[src/include/cpcr_defs.svh]
// constants for the configuration pin control and readback block
`ifndef CPCR_DEFS_SVH
`define CPCR_DEFS_SVH
// register byte addresses on the ahb-lite slave
`define CPCR_ADDR_CTRL      8'h00
`define CPCR_ADDR_STAT      8'h04
`define CPCR_ADDR_MSB       7
// control register layout and reset value
`define CPCR_CTRL_RB_EN     0
`define CPCR_CTRL_TS_AFTER  1
`define CPCR_CTRL_BSCAN     2
`define CPCR_CTRL_PPORT     3
`define CPCR_CTRL_PLL_LSB   8
`define CPCR_CTRL_W         16
`define CPCR_CTRL_RST       16'h0000
// status register layout
`define CPCR_STAT_STATE_LSB 0
`define CPCR_STAT_MODE_LSB  8
`define CPCR_STAT_RB_BUSY   12
`define CPCR_STAT_CFG_ERR   13
`define CPCR_STAT_DONE_PIN  14
`define CPCR_STAT_ADDR_LSB  16
// configuration mode codes latched from the mode pins
`define CPCR_MODE_MASTER_SER 4'h0
`define CPCR_MODE_PPORT      4'h2
`define CPCR_MODE_MASTER_PAR 4'h4
`define CPCR_MODE_ASYNC_PER  4'h5
`define CPCR_MODE_SLAVE_PAR  4'h7
`define CPCR_MODE_SLAVE_SER  4'hF
// timing defaults in core clock cycles (100 MHz core clock), readback length in frames
`define CPCR_CLEAR_CYCLES   16
`define CPCR_BIT_DIV        4
`define CPCR_RB_WORDS       16
// ahb transfer type and response codes
`define CPCR_HTRANS_NONSEQ  2'h2
`define CPCR_HRESP_OKAY     1'h0
`endif

[src/include/cpcr_pkg.sv]
// types shared by the configuration pin control block
package cpcr_pkg;
    // configuration sequence states, one-hot
    typedef enum logic [4:0] {
        CPCR_ST_CLEAR   = 5'h01,
        CPCR_ST_WAIT    = 5'h02,
        CPCR_ST_CONFIG  = 5'h04,
        CPCR_ST_STARTUP = 5'h08,
        CPCR_ST_USER    = 5'h10
    } cpcr_state_t;

    // bitstream options held in the control register
    typedef struct packed {
        logic [7:0] pll_used;   // per pll clock pin pair kept by a pll
        logic [3:0] spare;      // reads back as written
        logic       pport_used; // processor port in use
        logic       bscan_used; // boundary scan selected
        logic       ts_after;   // readback request keeps tristate role
        logic       rb_en;      // readback enabled
    } cpcr_ctrl_t;

    // asynchronous peripheral strobe group
    typedef struct packed {
        logic cs0_n;
        logic cs1;
        logic rd_n;
        logic wr_n;
    } cpcr_periph_t;
endpackage

[src/rtl/cpcr_top.sv]
// configuration pin control, readback engine and ahb-lite register slave
//
// Implementation choices: the AHB-Lite slave port and the register offsets.
`timescale 1ns/1ps
`default_nettype none
`include "cpcr_defs.svh"

// Functional notes
// - request low in configuration tristates all I/O
// - option keeps tristate role after configuration
// - falling request starts readback at frame zero
// - serial output carries readback or test data
// - drive error flag low on init errors
// - same output is processor port interrupt
// - latch mode pins on init rising edge
// - mode pin pull-ups, then user I/O
// - disable boundary scan after configuration unless used
// - release test pins as user I/O
// - ready output means another byte accepted
// - selected read returns ready on bit seven
// - master parallel drives ready pin as strobe
// - pll clock pins pulled up, then user
// - init held low while clearing, waits input
// - program low restarts configuration, resets scan
// - done released when complete, low delays start
module cpcr_top #(
    parameter int CLEAR_CYCLES = `CPCR_CLEAR_CYCLES, // memory clear time
    parameter int BIT_DIV      = `CPCR_BIT_DIV,      // cycles per serial bit
    parameter int RB_WORDS     = `CPCR_RB_WORDS,     // frames per readback
    parameter int ADDR_W       = 16                  // frame address width
) (
    // clock and reset
    input  wire logic                 core_clk_in,
    input  wire logic                 srst_in,
    // ahb-lite slave
    input  wire logic                 hsel_in,
    input  wire logic [31:0]          haddr_in,
    input  wire logic [1:0]           htrans_in,
    input  wire logic                 hwrite_in,
    input  wire logic [2:0]           hsize_in,
    input  wire logic [31:0]          hwdata_in,
    input  wire logic                 hready_in,
    output logic      [31:0]          hrdata_out,
    output logic                      hreadyout_out,
    output logic                      hresp_out,
    // configuration handshake pins, open-drain split
    input  wire logic                 program_restart_n_in,
    input  wire logic                 init_pin_in,
    output logic                      init_out,
    output logic                      init_oe_n_out,
    input  wire logic                 done_pin_in,
    output logic                      done_out,
    output logic                      done_oe_n_out,
    input  wire logic [3:0]           mode_pins_in,
    // readback request and shared serial output
    input  wire logic                 readback_req_n_in,
    input  wire logic                 tdo_in,
    output logic                      serial_out,
    output logic [ADDR_W-1:0]         rb_frame_addr_out,
    input  wire logic [31:0]          rb_word_in,
    // asynchronous peripheral and master parallel pins
    input  wire cpcr_pkg::cpcr_periph_t periph_in,
    output logic                      ready_out,
    output logic                      d7_out,
    output logic                      d7_oe_n_out,
    // core-side status
    input  wire logic                 core_loaded_in,
    input  wire logic                 core_busy_in,
    input  wire logic                 core_init_err_in,
    input  wire logic                 pport_irq_req_in,
    // error flag, shared with processor port interrupt
    output logic                      processor_port_irq_n_out,
    // pin role controls
    output logic                      global_io_tristate_out,
    output logic                      bscan_enable_out,
    output logic                      bscan_reset_out,
    output logic                      mode_pullup_en_out,
    output logic                      jtag_pullup_en_out,
    output logic                      pll_pullup_en_out,
    output logic                      mode_pins_user_out,
    output logic                      jtag_pins_user_out,
    output logic [7:0]                pll_clock_inputs_user_out,
    output logic [3:0]                cfg_mode_out
);
    import cpcr_pkg::*;

    // refuse parameter values the counters cannot serve
    initial begin
        if (CLEAR_CYCLES < 1 || BIT_DIV < 2 || RB_WORDS < 1 ||
            ADDR_W < 1 || ADDR_W > 16 || RB_WORDS > (1 << ADDR_W)) begin
            $error("cpcr_top: unsupported parameter value");
        end
    end

    localparam int CW = $clog2(CLEAR_CYCLES + 1);
    localparam int DW = $clog2(BIT_DIV);

    cpcr_state_t      state_reg;        // configuration sequence
    cpcr_ctrl_t       ctrl_reg;         // bitstream options
    logic [CW-1:0]    clr_cnt_reg;      // memory clear timer
    logic [DW-1:0]    div_cnt_reg;      // bit rate divider
    logic             tick_reg;         // one-cycle bit enable
    logic             init_q_reg;       // previous init pin level
    logic             rq_s1_reg;        // request sync stage one
    logic             rq_s2_reg;        // request sync stage two
    logic             rq_s3_reg;        // delayed copy for edge
    logic             rb_busy_reg;      // readback in progress
    logic [4:0]       bit_cnt_reg;      // bit within the word
    logic [31:0]      shift_reg;        // word being shifted out
    logic             word_live_reg;    // shift_reg holds a word
    logic             err_reg;          // sticky init error
    logic             addr_ph_reg;      // ahb data phase pending
    logic             wr_ph_reg;        // pending phase is a write
    logic [`CPCR_ADDR_MSB:0] addr_reg;  // pending register address
    logic             pport_mode;       // processor port mode chosen
    logic             rq_fall;          // request falling edge
    logic             ahb_go;           // valid ahb address phase

    assign pport_mode = (cfg_mode_out == `CPCR_MODE_PPORT);
    assign rq_fall    = rq_s3_reg & ~rq_s2_reg;
    assign ahb_go     = hsel_in & hready_in &
                        (htrans_in == `CPCR_HTRANS_NONSEQ);

    // configuration sequence; program low restarts from clearing
    always_ff @(posedge core_clk_in) begin
        if (srst_in || !program_restart_n_in) begin
            state_reg   <= CPCR_ST_CLEAR;
            clr_cnt_reg <= '0;
        end else begin
            case (state_reg)
                CPCR_ST_CLEAR: begin
                    // hold init low until memory clearing ends
                    if (clr_cnt_reg == CW'(CLEAR_CYCLES - 1)) begin
                        state_reg <= CPCR_ST_WAIT;
                    end else begin
                        clr_cnt_reg <= clr_cnt_reg + 1'b1;
                    end
                end
                CPCR_ST_WAIT: begin
                    // an external low on init keeps us waiting
                    if (init_pin_in) begin
                        state_reg <= CPCR_ST_CONFIG;
                    end
                end
                CPCR_ST_CONFIG: begin
                    if (core_loaded_in) begin
                        state_reg <= CPCR_ST_STARTUP;
                    end
                end
                CPCR_ST_STARTUP: begin
                    // done held low outside postpones start-up
                    if (done_pin_in) begin
                        state_reg <= CPCR_ST_USER;
                    end
                end
                CPCR_ST_USER: begin
                    state_reg <= CPCR_ST_USER;
                end
                default: begin
                    state_reg <= CPCR_ST_CLEAR;
                end
            endcase
        end
    end

    // init and done pins: drive low or release
    always_ff @(posedge core_clk_in) begin
        if (srst_in) begin
            init_out      <= 1'b0;
            init_oe_n_out <= 1'b0;
            done_out      <= 1'b0;
            done_oe_n_out <= 1'b0;
        end else begin
            init_out      <= 1'b0;
            done_out      <= 1'b0;
            // init pulled low only while clearing memory
            init_oe_n_out <= !(state_reg == CPCR_ST_CLEAR);
            // done released to go high once loading is complete
            done_oe_n_out <= (state_reg == CPCR_ST_STARTUP) ||
                             (state_reg == CPCR_ST_USER);
        end
    end

    // mode pins latched on the init rising edge
    always_ff @(posedge core_clk_in) begin
        if (srst_in) begin
            init_q_reg   <= 1'b0;
            cfg_mode_out <= `CPCR_MODE_MASTER_SER;
        end else begin
            init_q_reg <= init_pin_in;
            if (state_reg == CPCR_ST_WAIT && init_pin_in &&
                !init_q_reg) begin
                cfg_mode_out <= mode_pins_in;
            end
        end
    end

    // pull-ups during configuration, user roles afterwards
    always_ff @(posedge core_clk_in) begin
        if (srst_in) begin
            mode_pullup_en_out        <= 1'b1;
            jtag_pullup_en_out        <= 1'b1;
            pll_pullup_en_out         <= 1'b1;
            mode_pins_user_out        <= 1'b0;
            jtag_pins_user_out        <= 1'b0;
            pll_clock_inputs_user_out <= 8'h00;
            bscan_enable_out          <= 1'b1;
            bscan_reset_out           <= 1'b1;
        end else begin
            mode_pullup_en_out <= (state_reg != CPCR_ST_USER);
            mode_pins_user_out <= (state_reg == CPCR_ST_USER);
            jtag_pullup_en_out <= (state_reg != CPCR_ST_USER);
            // pll pins stay tristated with pull-ups while configuring
            pll_pullup_en_out  <= (state_reg != CPCR_ST_USER);
            if (state_reg == CPCR_ST_USER) begin
                pll_clock_inputs_user_out <= ~ctrl_reg.pll_used;
            end else begin
                pll_clock_inputs_user_out <= 8'h00;
            end
            // scan inhibited and pins released when scan unused
            jtag_pins_user_out <= (state_reg == CPCR_ST_USER) &&
                                  !ctrl_reg.bscan_used;
            bscan_enable_out   <= (state_reg != CPCR_ST_USER) ||
                                  ctrl_reg.bscan_used;
            bscan_reset_out    <= !program_restart_n_in;
        end
    end

    // readback request synchroniser and falling edge detect
    always_ff @(posedge core_clk_in) begin
        if (srst_in) begin
            rq_s1_reg <= 1'b1;
            rq_s2_reg <= 1'b1;
            rq_s3_reg <= 1'b1;
        end else begin
            rq_s1_reg <= readback_req_n_in;
            rq_s2_reg <= rq_s1_reg;
            rq_s3_reg <= rq_s2_reg;
        end
    end

    // global tristate request from the readback pin
    always_ff @(posedge core_clk_in) begin
        if (srst_in) begin
            global_io_tristate_out <= 1'b0;
        end else if (state_reg == CPCR_ST_USER) begin
            // after configuration only when the option keeps it
            global_io_tristate_out <= ctrl_reg.ts_after &&
                                      !rq_s2_reg;
        end else begin
            global_io_tristate_out <= !rq_s2_reg;
        end
    end

    // serial bit rate divider
    always_ff @(posedge core_clk_in) begin
        if (srst_in) begin
            div_cnt_reg <= '0;
            tick_reg    <= 1'b0;
        end else begin
            tick_reg <= (div_cnt_reg == DW'(BIT_DIV - 1));
            if (div_cnt_reg == DW'(BIT_DIV - 1)) begin
                div_cnt_reg <= '0;
            end else begin
                div_cnt_reg <= div_cnt_reg + 1'b1;
            end
        end
    end

    // readback engine: one sequence per falling edge, frame zero first
    always_ff @(posedge core_clk_in) begin
        if (srst_in || state_reg != CPCR_ST_USER) begin
            rb_busy_reg       <= 1'b0;
            rb_frame_addr_out <= '0;
            bit_cnt_reg       <= 5'h00;
            shift_reg         <= 32'h0000_0000;
            word_live_reg     <= 1'b0;
        end else if (!rb_busy_reg) begin
            // a second edge while busy is ignored, no retrigger
            if (rq_fall && ctrl_reg.rb_en && !ctrl_reg.ts_after) begin
                rb_busy_reg       <= 1'b1;
                rb_frame_addr_out <= '0;
                word_live_reg     <= 1'b0;
            end
        end else if (tick_reg) begin
            if (!word_live_reg) begin
                // frame address stable since the previous tick, or since the start for frame zero
                shift_reg     <= rb_word_in;
                word_live_reg <= 1'b1;
                bit_cnt_reg   <= 5'h00;
            end else if (bit_cnt_reg == 5'h1F) begin
                word_live_reg <= 1'b0;
                if (rb_frame_addr_out == ADDR_W'(RB_WORDS - 1)) begin
                    rb_busy_reg <= 1'b0;
                end else begin
                    rb_frame_addr_out <= rb_frame_addr_out + 1'b1;
                end
            end else begin
                shift_reg   <= {shift_reg[30:0], 1'b0};
                bit_cnt_reg <= bit_cnt_reg + 1'b1;
            end
        end
    end

    // shared serial output: readback data or test data out
    always_ff @(posedge core_clk_in) begin
        if (srst_in) begin
            serial_out <= 1'b0;
        end else if (rb_busy_reg && word_live_reg) begin
            serial_out <= shift_reg[31];
        end else begin
            serial_out <= tdo_in;
        end
    end

    // error flag shared with the processor port interrupt
    always_ff @(posedge core_clk_in) begin
        if (srst_in || !program_restart_n_in) begin
            err_reg                  <= 1'b0;
            processor_port_irq_n_out <= 1'b1;
        end else begin
            // sticky until configuration restarts
            if (core_init_err_in && state_reg != CPCR_ST_USER) begin
                err_reg <= 1'b1;
            end
            if (pport_mode || ctrl_reg.pport_used) begin
                processor_port_irq_n_out <= !pport_irq_req_in;
            end else begin
                processor_port_irq_n_out <= !(err_reg ||
                                              core_init_err_in);
            end
        end
    end

    // peripheral ready, status on bit seven, master read strobe
    always_ff @(posedge core_clk_in) begin
        if (srst_in) begin
            ready_out   <= 1'b0;
            d7_out      <= 1'b0;
            d7_oe_n_out <= 1'b1;
        end else begin
            d7_out      <= !core_busy_in;
            d7_oe_n_out <= 1'b1;
            if (state_reg == CPCR_ST_CONFIG &&
                cfg_mode_out == `CPCR_MODE_MASTER_PAR) begin
                // read strobe toward the external memory
                if (tick_reg) begin
                    ready_out <= !ready_out;
                end
            end else if (cfg_mode_out == `CPCR_MODE_ASYNC_PER &&
                         state_reg == CPCR_ST_CONFIG) begin
                ready_out <= !core_busy_in;
                // a write strobe overrides a read
                if (!periph_in.cs0_n && periph_in.cs1 &&
                    !periph_in.rd_n && periph_in.wr_n) begin
                    d7_oe_n_out <= 1'b0;
                end
            end else begin
                ready_out <= 1'b0;
            end
        end
    end

    // ahb address phase capture; zero wait states
    always_ff @(posedge core_clk_in) begin
        if (srst_in) begin
            addr_ph_reg   <= 1'b0;
            wr_ph_reg     <= 1'b0;
            addr_reg      <= '0;
            hreadyout_out <= 1'b0;
            hresp_out     <= `CPCR_HRESP_OKAY;
        end else begin
            hreadyout_out <= 1'b1;
            hresp_out     <= `CPCR_HRESP_OKAY;
            addr_ph_reg   <= ahb_go;
            wr_ph_reg     <= ahb_go & hwrite_in;
            if (ahb_go) begin
                addr_reg <= haddr_in[`CPCR_ADDR_MSB:0];
            end
        end
    end

    // control register write in the data phase
    always_ff @(posedge core_clk_in) begin
        if (srst_in) begin
            ctrl_reg <= cpcr_ctrl_t'(`CPCR_CTRL_RST);
        end else if (addr_ph_reg && wr_ph_reg &&
                     addr_reg == `CPCR_ADDR_CTRL) begin
            ctrl_reg <= cpcr_ctrl_t'(hwdata_in[`CPCR_CTRL_W-1:0]);
        end
    end

    // read data prepared in the address phase; unmapped reads zero
    always_ff @(posedge core_clk_in) begin
        if (srst_in) begin
            hrdata_out <= 32'h0000_0000;
        end else if (ahb_go && !hwrite_in) begin
            hrdata_out <= 32'h0000_0000;
            case (haddr_in[`CPCR_ADDR_MSB:0])
                `CPCR_ADDR_CTRL: begin
                    hrdata_out[`CPCR_CTRL_W-1:0] <= ctrl_reg;
                end
                `CPCR_ADDR_STAT: begin
                    hrdata_out[`CPCR_STAT_STATE_LSB +: 5] <= state_reg;
                    hrdata_out[`CPCR_STAT_MODE_LSB +: 4]  <= cfg_mode_out;
                    hrdata_out[`CPCR_STAT_RB_BUSY]        <= rb_busy_reg;
                    hrdata_out[`CPCR_STAT_CFG_ERR]        <= err_reg;
                    hrdata_out[`CPCR_STAT_DONE_PIN]       <= done_pin_in;
                    hrdata_out[`CPCR_STAT_ADDR_LSB +: ADDR_W] <=
                        rb_frame_addr_out;
                end
                default: begin
                    hrdata_out <= 32'h0000_0000;
                end
            endcase
        end
    end
endmodule
`default_nettype wire

[config.mk]
export PLATFORM = sky130hd
export DESIGN_NAME = cpcr_top
export DESIGN_NICKNAME = d
export VERILOG_FILES = /design/src/include/cpcr_pkg.sv /design/src/rtl/cpcr_top.sv
export VERILOG_INCLUDE_DIRS = /design/src /design/src/include
export SDC_FILE = /design/constraint.sdc
export NUM_CORES = 1
export LEC_CHECK = 0
export BUFFER_PORTS_ARGS = -buffer_cell sky130_fd_sc_hd__buf_2
export CAP_MARGIN = 25
export CELL_PAD_IN_SITES_DETAIL_PLACEMENT = 1
export CELL_PAD_IN_SITES_GLOBAL_PLACEMENT = 1
export CORE_MARGIN = 3
export CORE_UTILIZATION = 35
export CTS_CLUSTER_SIZE = 10
export DETAILED_ROUTE_END_ITERATION = 7
export PLACE_DENSITY = 0.82
export SYNTH_ARGS = -nofsm -noshare
export SYNTH_HDL_FRONTEND = slang
export SYNTH_SLANG_ARGS = --single-unit
[constraint.sdc]
create_clock -name core_clk_in -period 4.9 [get_ports core_clk_in]
set_input_delay 0.49 -clock core_clk_in [delete_from_list [all_inputs] [get_ports core_clk_in]]
set_output_delay 0.49 -clock core_clk_in [all_outputs]
set_load 0.03 [all_outputs]
* Word level (Yosys, flattened, before mapping)
Cells that the tools add are included.
** Word-level totals
- Register bits after elaboration :: 157
- Word-level logic and storage cells :: 163
** Operators by class
- $add $sub $neg :: 4
- Equal/unequal tests :: 25
- Multiplexer cells :: 39
- Bitwise gates (word level) :: 9
- Reduce and logical (&&, ||, !) cells :: 46
** Operators with widths (count)
- 2-to-1 mux 16 bit :: 7
- 2-to-1 mux 32 bit :: 2
- 2-to-1 mux 5 bit :: 6
- one-hot mux 5 bit (5 select lines) :: 1
- 2-to-1 mux 1 bit :: 20
- adder 16 x 1 -> 16 bit (second input constant) :: 1
- equality test 16 x 4 -> 1 bit (second input constant) :: 1
- logical AND 1 bit :: 16
- logical NOT 8 bit :: 2
- != test 2 bit (second input constant) :: 8
- one-hot mux 7 bit (2 select lines) :: 1
- logical NOT 1 bit :: 13
- adder 5 x 1 -> 5 bit (second input constant) :: 2
- equality test 5 x 4 -> 1 bit (second input constant) :: 2
- equality test 5 bit (second input constant) :: 2
- one-hot mux 5 bit (2 select lines) :: 1
- equality test 4 x 3 -> 1 bit (second input constant) :: 2
- equality test 8 x 3 -> 1 bit (second input constant) :: 1
- inverter 8 bit :: 1
- logical OR 1 bit :: 6
- equality test 5 x 1 -> 1 bit (second input constant) :: 1
- equality test 5 x 2 -> 1 bit (second input constant) :: 1
- equality test 5 x 3 -> 1 bit (second input constant) :: 1
- != test 5 bit (second input constant) :: 1
- 14 further kinds :: 24

* Logic depth before layout (Yosys ltp)
- Depth in word-level cells :: 6
- Mapped depth :: 9

* Least setup slack after synthesis
No wires, ideal clock.
- Path type :: register to register
- Start point :: register bit_cnt_reg[0]
- End point :: register shift_reg[10]
- Arrival :: 1.986 ns
- Slack :: 2.829 ns
- Cell stages (with the launch flop) :: 9
- Buffers on the path :: 2
- Clock period less this slack :: 2.071 ns
- Path through :: dfxtp_1 > ha_1 > and3_1 > ha_1 > clkbuf_1 > a21oi_1 > clkbuf_1 > nor2_1 > a211oi_1
** On the way
- Cells in the longest elaborated chain, start to end :: 3
** RTL lines
- start, declared :: RTL line cpcr_top.sv:108 : logic [4:0] bit_cnt_reg;
- start signal, assigned :: RTL line cpcr_top.sv:300 : bit_cnt_reg <= bit_cnt_reg + 1'b1;
- equality test 5 bit :: RTL line cpcr_top.sv:291 : end else if (bit_cnt_reg == 5'h1F) begin
- != test 2 bit (no source line)
- AND reduction 3 bit (no source line)
- end signal, assigned :: RTL line cpcr_top.sv:288 : shift_reg <= rb_word_in;
- end signal, assigned :: RTL line cpcr_top.sv:299 : shift_reg <= {shift_reg[30:0], 1'b0};
- end, declared :: RTL line cpcr_top.sv:109 : logic [31:0] shift_reg;
Every way passes these cells.
A chain may end at the register's enable or synchronous reset.

* Final worst setup path
- Start point :: register rb_busy_reg
- End point :: register shift_reg[4]
** On the way
- Cells in the longest elaborated chain, start to end :: 1
** RTL lines
- start, declared :: RTL line cpcr_top.sv:107 : logic rb_busy_reg;
- start signal, assigned :: RTL line cpcr_top.sv:273 : rb_busy_reg <= 1'b0;
- start signal, assigned :: RTL line cpcr_top.sv:281 : rb_busy_reg <= 1'b1;
- start signal, assigned :: RTL line cpcr_top.sv:294 : rb_busy_reg <= 1'b0;
- AND reduction 3 bit (no source line)
Every way passes these cells.

==> out/metrics.cfg <==
[run_status]
status = finished clean

[synth]
ys_async_sr_fraction = 0
synth_area_per_cell_um2 = 9.44
yosysTopAreaCellShare = 0.499
synth_edf_count = 0
synth_common_cells = 157 x dfxtp_1, 105 x nor2_1, 52 x mux2i_1
netlist_area_mm2 = 0.00629
yosys-top-cells-area = dfxtp_1 50%, mux2i_1 8.3%, nor2_1 6.3%
synth_cell_types = 54
yosysTopAreaCell = dfxtp_1
yosys_register_bits = 157
yosys_warnings = 0
ys.flop_type = dfxtp_1
yosysSeqAreaShare = 0.499
synth_cells = 667
yosysMostFrequentCell = dfxtp_1

[finish]
utilization = 0.446
fillers = 2054
area_delta_synth_final_pct = 23.8
fin_nets = 926
drive_gt1_frac = 0.269

[grt]
grt_max_degree = 60
grt_util_all_layers = 0.177
antenna_found_initial = 3
overflow = 0
grt_pass1_wl_um = 28200
grt_pass1_vias = 5338

[timing]
rsz0062_at_grt = false
worst_pin_slew_ps = 902
final_max_slew_viol_count = 0
setup_viol = 0
hold_viol = 0
fin_crit_sh = 0.554
fin_tns_setup_ps = 0
period_needed_ps = 2720
slew_headroom = 0.398
clock.fmax_mhz = 368
fin_skew_ps = 11.3

[clock_tree]
clk_pin_slew_ps = 70
holdBufCountCts = 0
cts_root_buffer = clkbuf_16
cts_tree = yes
cts_htree_levels = 4
cts_setup_buffers = 0
clock_latency_ps = 420
cts_buffers = 17
clockBufferDepth = 2
cts_resized = 0
cts_sinks = 157

[drt]
vias = 5355
detail-route-antenna-nets = 0
drc = 0
dr.first_iter.drc_count = 256
post_drt_wl_per_cell_um = 16.7
wirelength_um = 17300
drt-vias-per-instance = 5.17
firstDrtPassIters = 4

[pwr]
p_switching_mw = 0.592
internal_power_mw = 2.14
powerDensity_mw_per_mm2 = 351
p_seq_frac = 0.472
switching_share = 0.217
power_frac_clock = 0.496
p_leak_nw = 3.21
ir_drop_uv = 232
p_comb_frac = 0.032
finalPower_mw = 2.73

[critical_path]
path_cells = nand2_1 -> a21oi_4 -> buf_4 -> nor2_1 -> a211oi_1
cp_slowest_cell = a21oi_4
worst-path-max-fanout = 37
reg2reg_depth = 5
critPathCaptureType = flop
start_kind = flop
cp_slowest_stage_delay_ps = 760
path_class = flop to flop
worstPathArrival_ps = 3040
critical_path_required_ps = 5220

[worst_hold_path]
hold_path_depth = 2
min_path_type = primary input to flop

[placed_design]
io_buffers = 155
place_congestion = 0.798
dp_hpwl_um = 12100

[floorplanning]
die_h_um = 140
io_pins = 202
coreArea_mm2 = 0.0175
rows = 48
die_w_um = 140
dieArea_mm2 = 0.0196
start_util = 0.360

[run]
max_cap_viol_count = 0

## area by class of cell
cell class	instances	area (um2)	area share
Sequential cell	157	3140	0.404
Inverter	8	30.0	0.00385
Clock inverter	13	163	0.0209
Clock buffer	19	443	0.0568
Timing Repair Buffer	161	821	0.105
Multi-Input combinational cell	452	2910	0.373
Tap cell	225	282	0.0361
Antenna cell	1	2.50	0.000321
## power groups by stage
stage               combinational [mW]  clock (mW)  sequential (mW)
floorplan                       0.0404           0             1.32
global placement                0.0853           0             1.32
detailed placement              0.0871           0             1.32
CTS                             0.0878        1.39             1.29
global route                    0.0966        1.45             1.29
finish                          0.0866        1.36             1.29
## critical path, delay by kind of cell, from the launching register on
| family | cells | cell delay [ps] |
|---|---|---|
| AOI/OAI and AO/OA | 2 | 1030 |
| DFF | 1 | 700 |
| and+or+nand+nor | 2 | 460 |
| buffers and inverters | 1 | 410 |
## worst paths after layout
check,to,slack [ps],startpoint
setup / recovery,shift_reg[4],2180,rb_busy_reg
hold reg to reg,rq_s2_reg,420,rq_s1_reg
setup reg to reg,shift_reg[4],2180,rb_busy_reg
hold / removal,d7_oe_n_out,240,periph_in[0]
## metal layers
layer | track usage | vias up | share of wire
li1 | - | 2647 | -
met1 | 0.224 | 2558 | 0.45
met2 | 0.291 | 123 | 0.48
met3 | 0.0516 | 23 | 0.057
met4 | 0.0576 | 4 | 0.016
met5 | 0 | - | 0.0012
## layout by cell type, fill, tap and decap left out, types with 4 or more instances in the layout
cell / instances
mux2i_1: 52
dfxtp_1: 156
or3_1: 8
a21oi_1: 34
a22o_1: 18
buf_2: 155
clkbuf_16: 17
or2_2: 5
mux2_2: 12
a22oi_1: 18
and3_1: 8
nand3_1: 16
a31oi_1: 7
nor3_1: 7
nand4_1: 8
nand4b_1: 6
nor2_1: 105
xor2_1: 4
o21ai_0: 16
ha_1: 6
nor3b_1: 4
nand2_1: 37
inv_1: 7
nor4_1: 5
a211oi_1: 33
buf_4: 6
## per-stage QoR
step | hold WS [ps] | worst slack [ps] | instances | instance area [um2]
final | 242 | 2180 | 1036 | 7790
after global routing | 229 | 1860 | 1036 | 7790
after CTS | 224 | 2160 | 1035 | 7790
after detailed placement | 410 | 2180 | 1003 | 7180
after global placement | 398 | 2180 | 1003 | 7180
after floorplan | 389 | 2830 | 669 | 6300
## kinds of logic (layout without fill, tap and decap cells)
kind of cell / Yosys count / in the layout / share of synthesized area
AOI/OAI and AO/OA: 138 / 138 / 0.148
xor gates and xnor gates: 6 / 6 / 0.00835
adders and majority gates: 6 / 6 / 0.0119
buffers and inverters: 60 / 201 / 0.0417
DFF: 157 / 157 / 0.499
muxes: 64 / 64 / 0.104
other: 1 / 4 / 0.000596
and+or+nand+nor: 235 / 235 / 0.186
(Power assumes the default switching activity.)
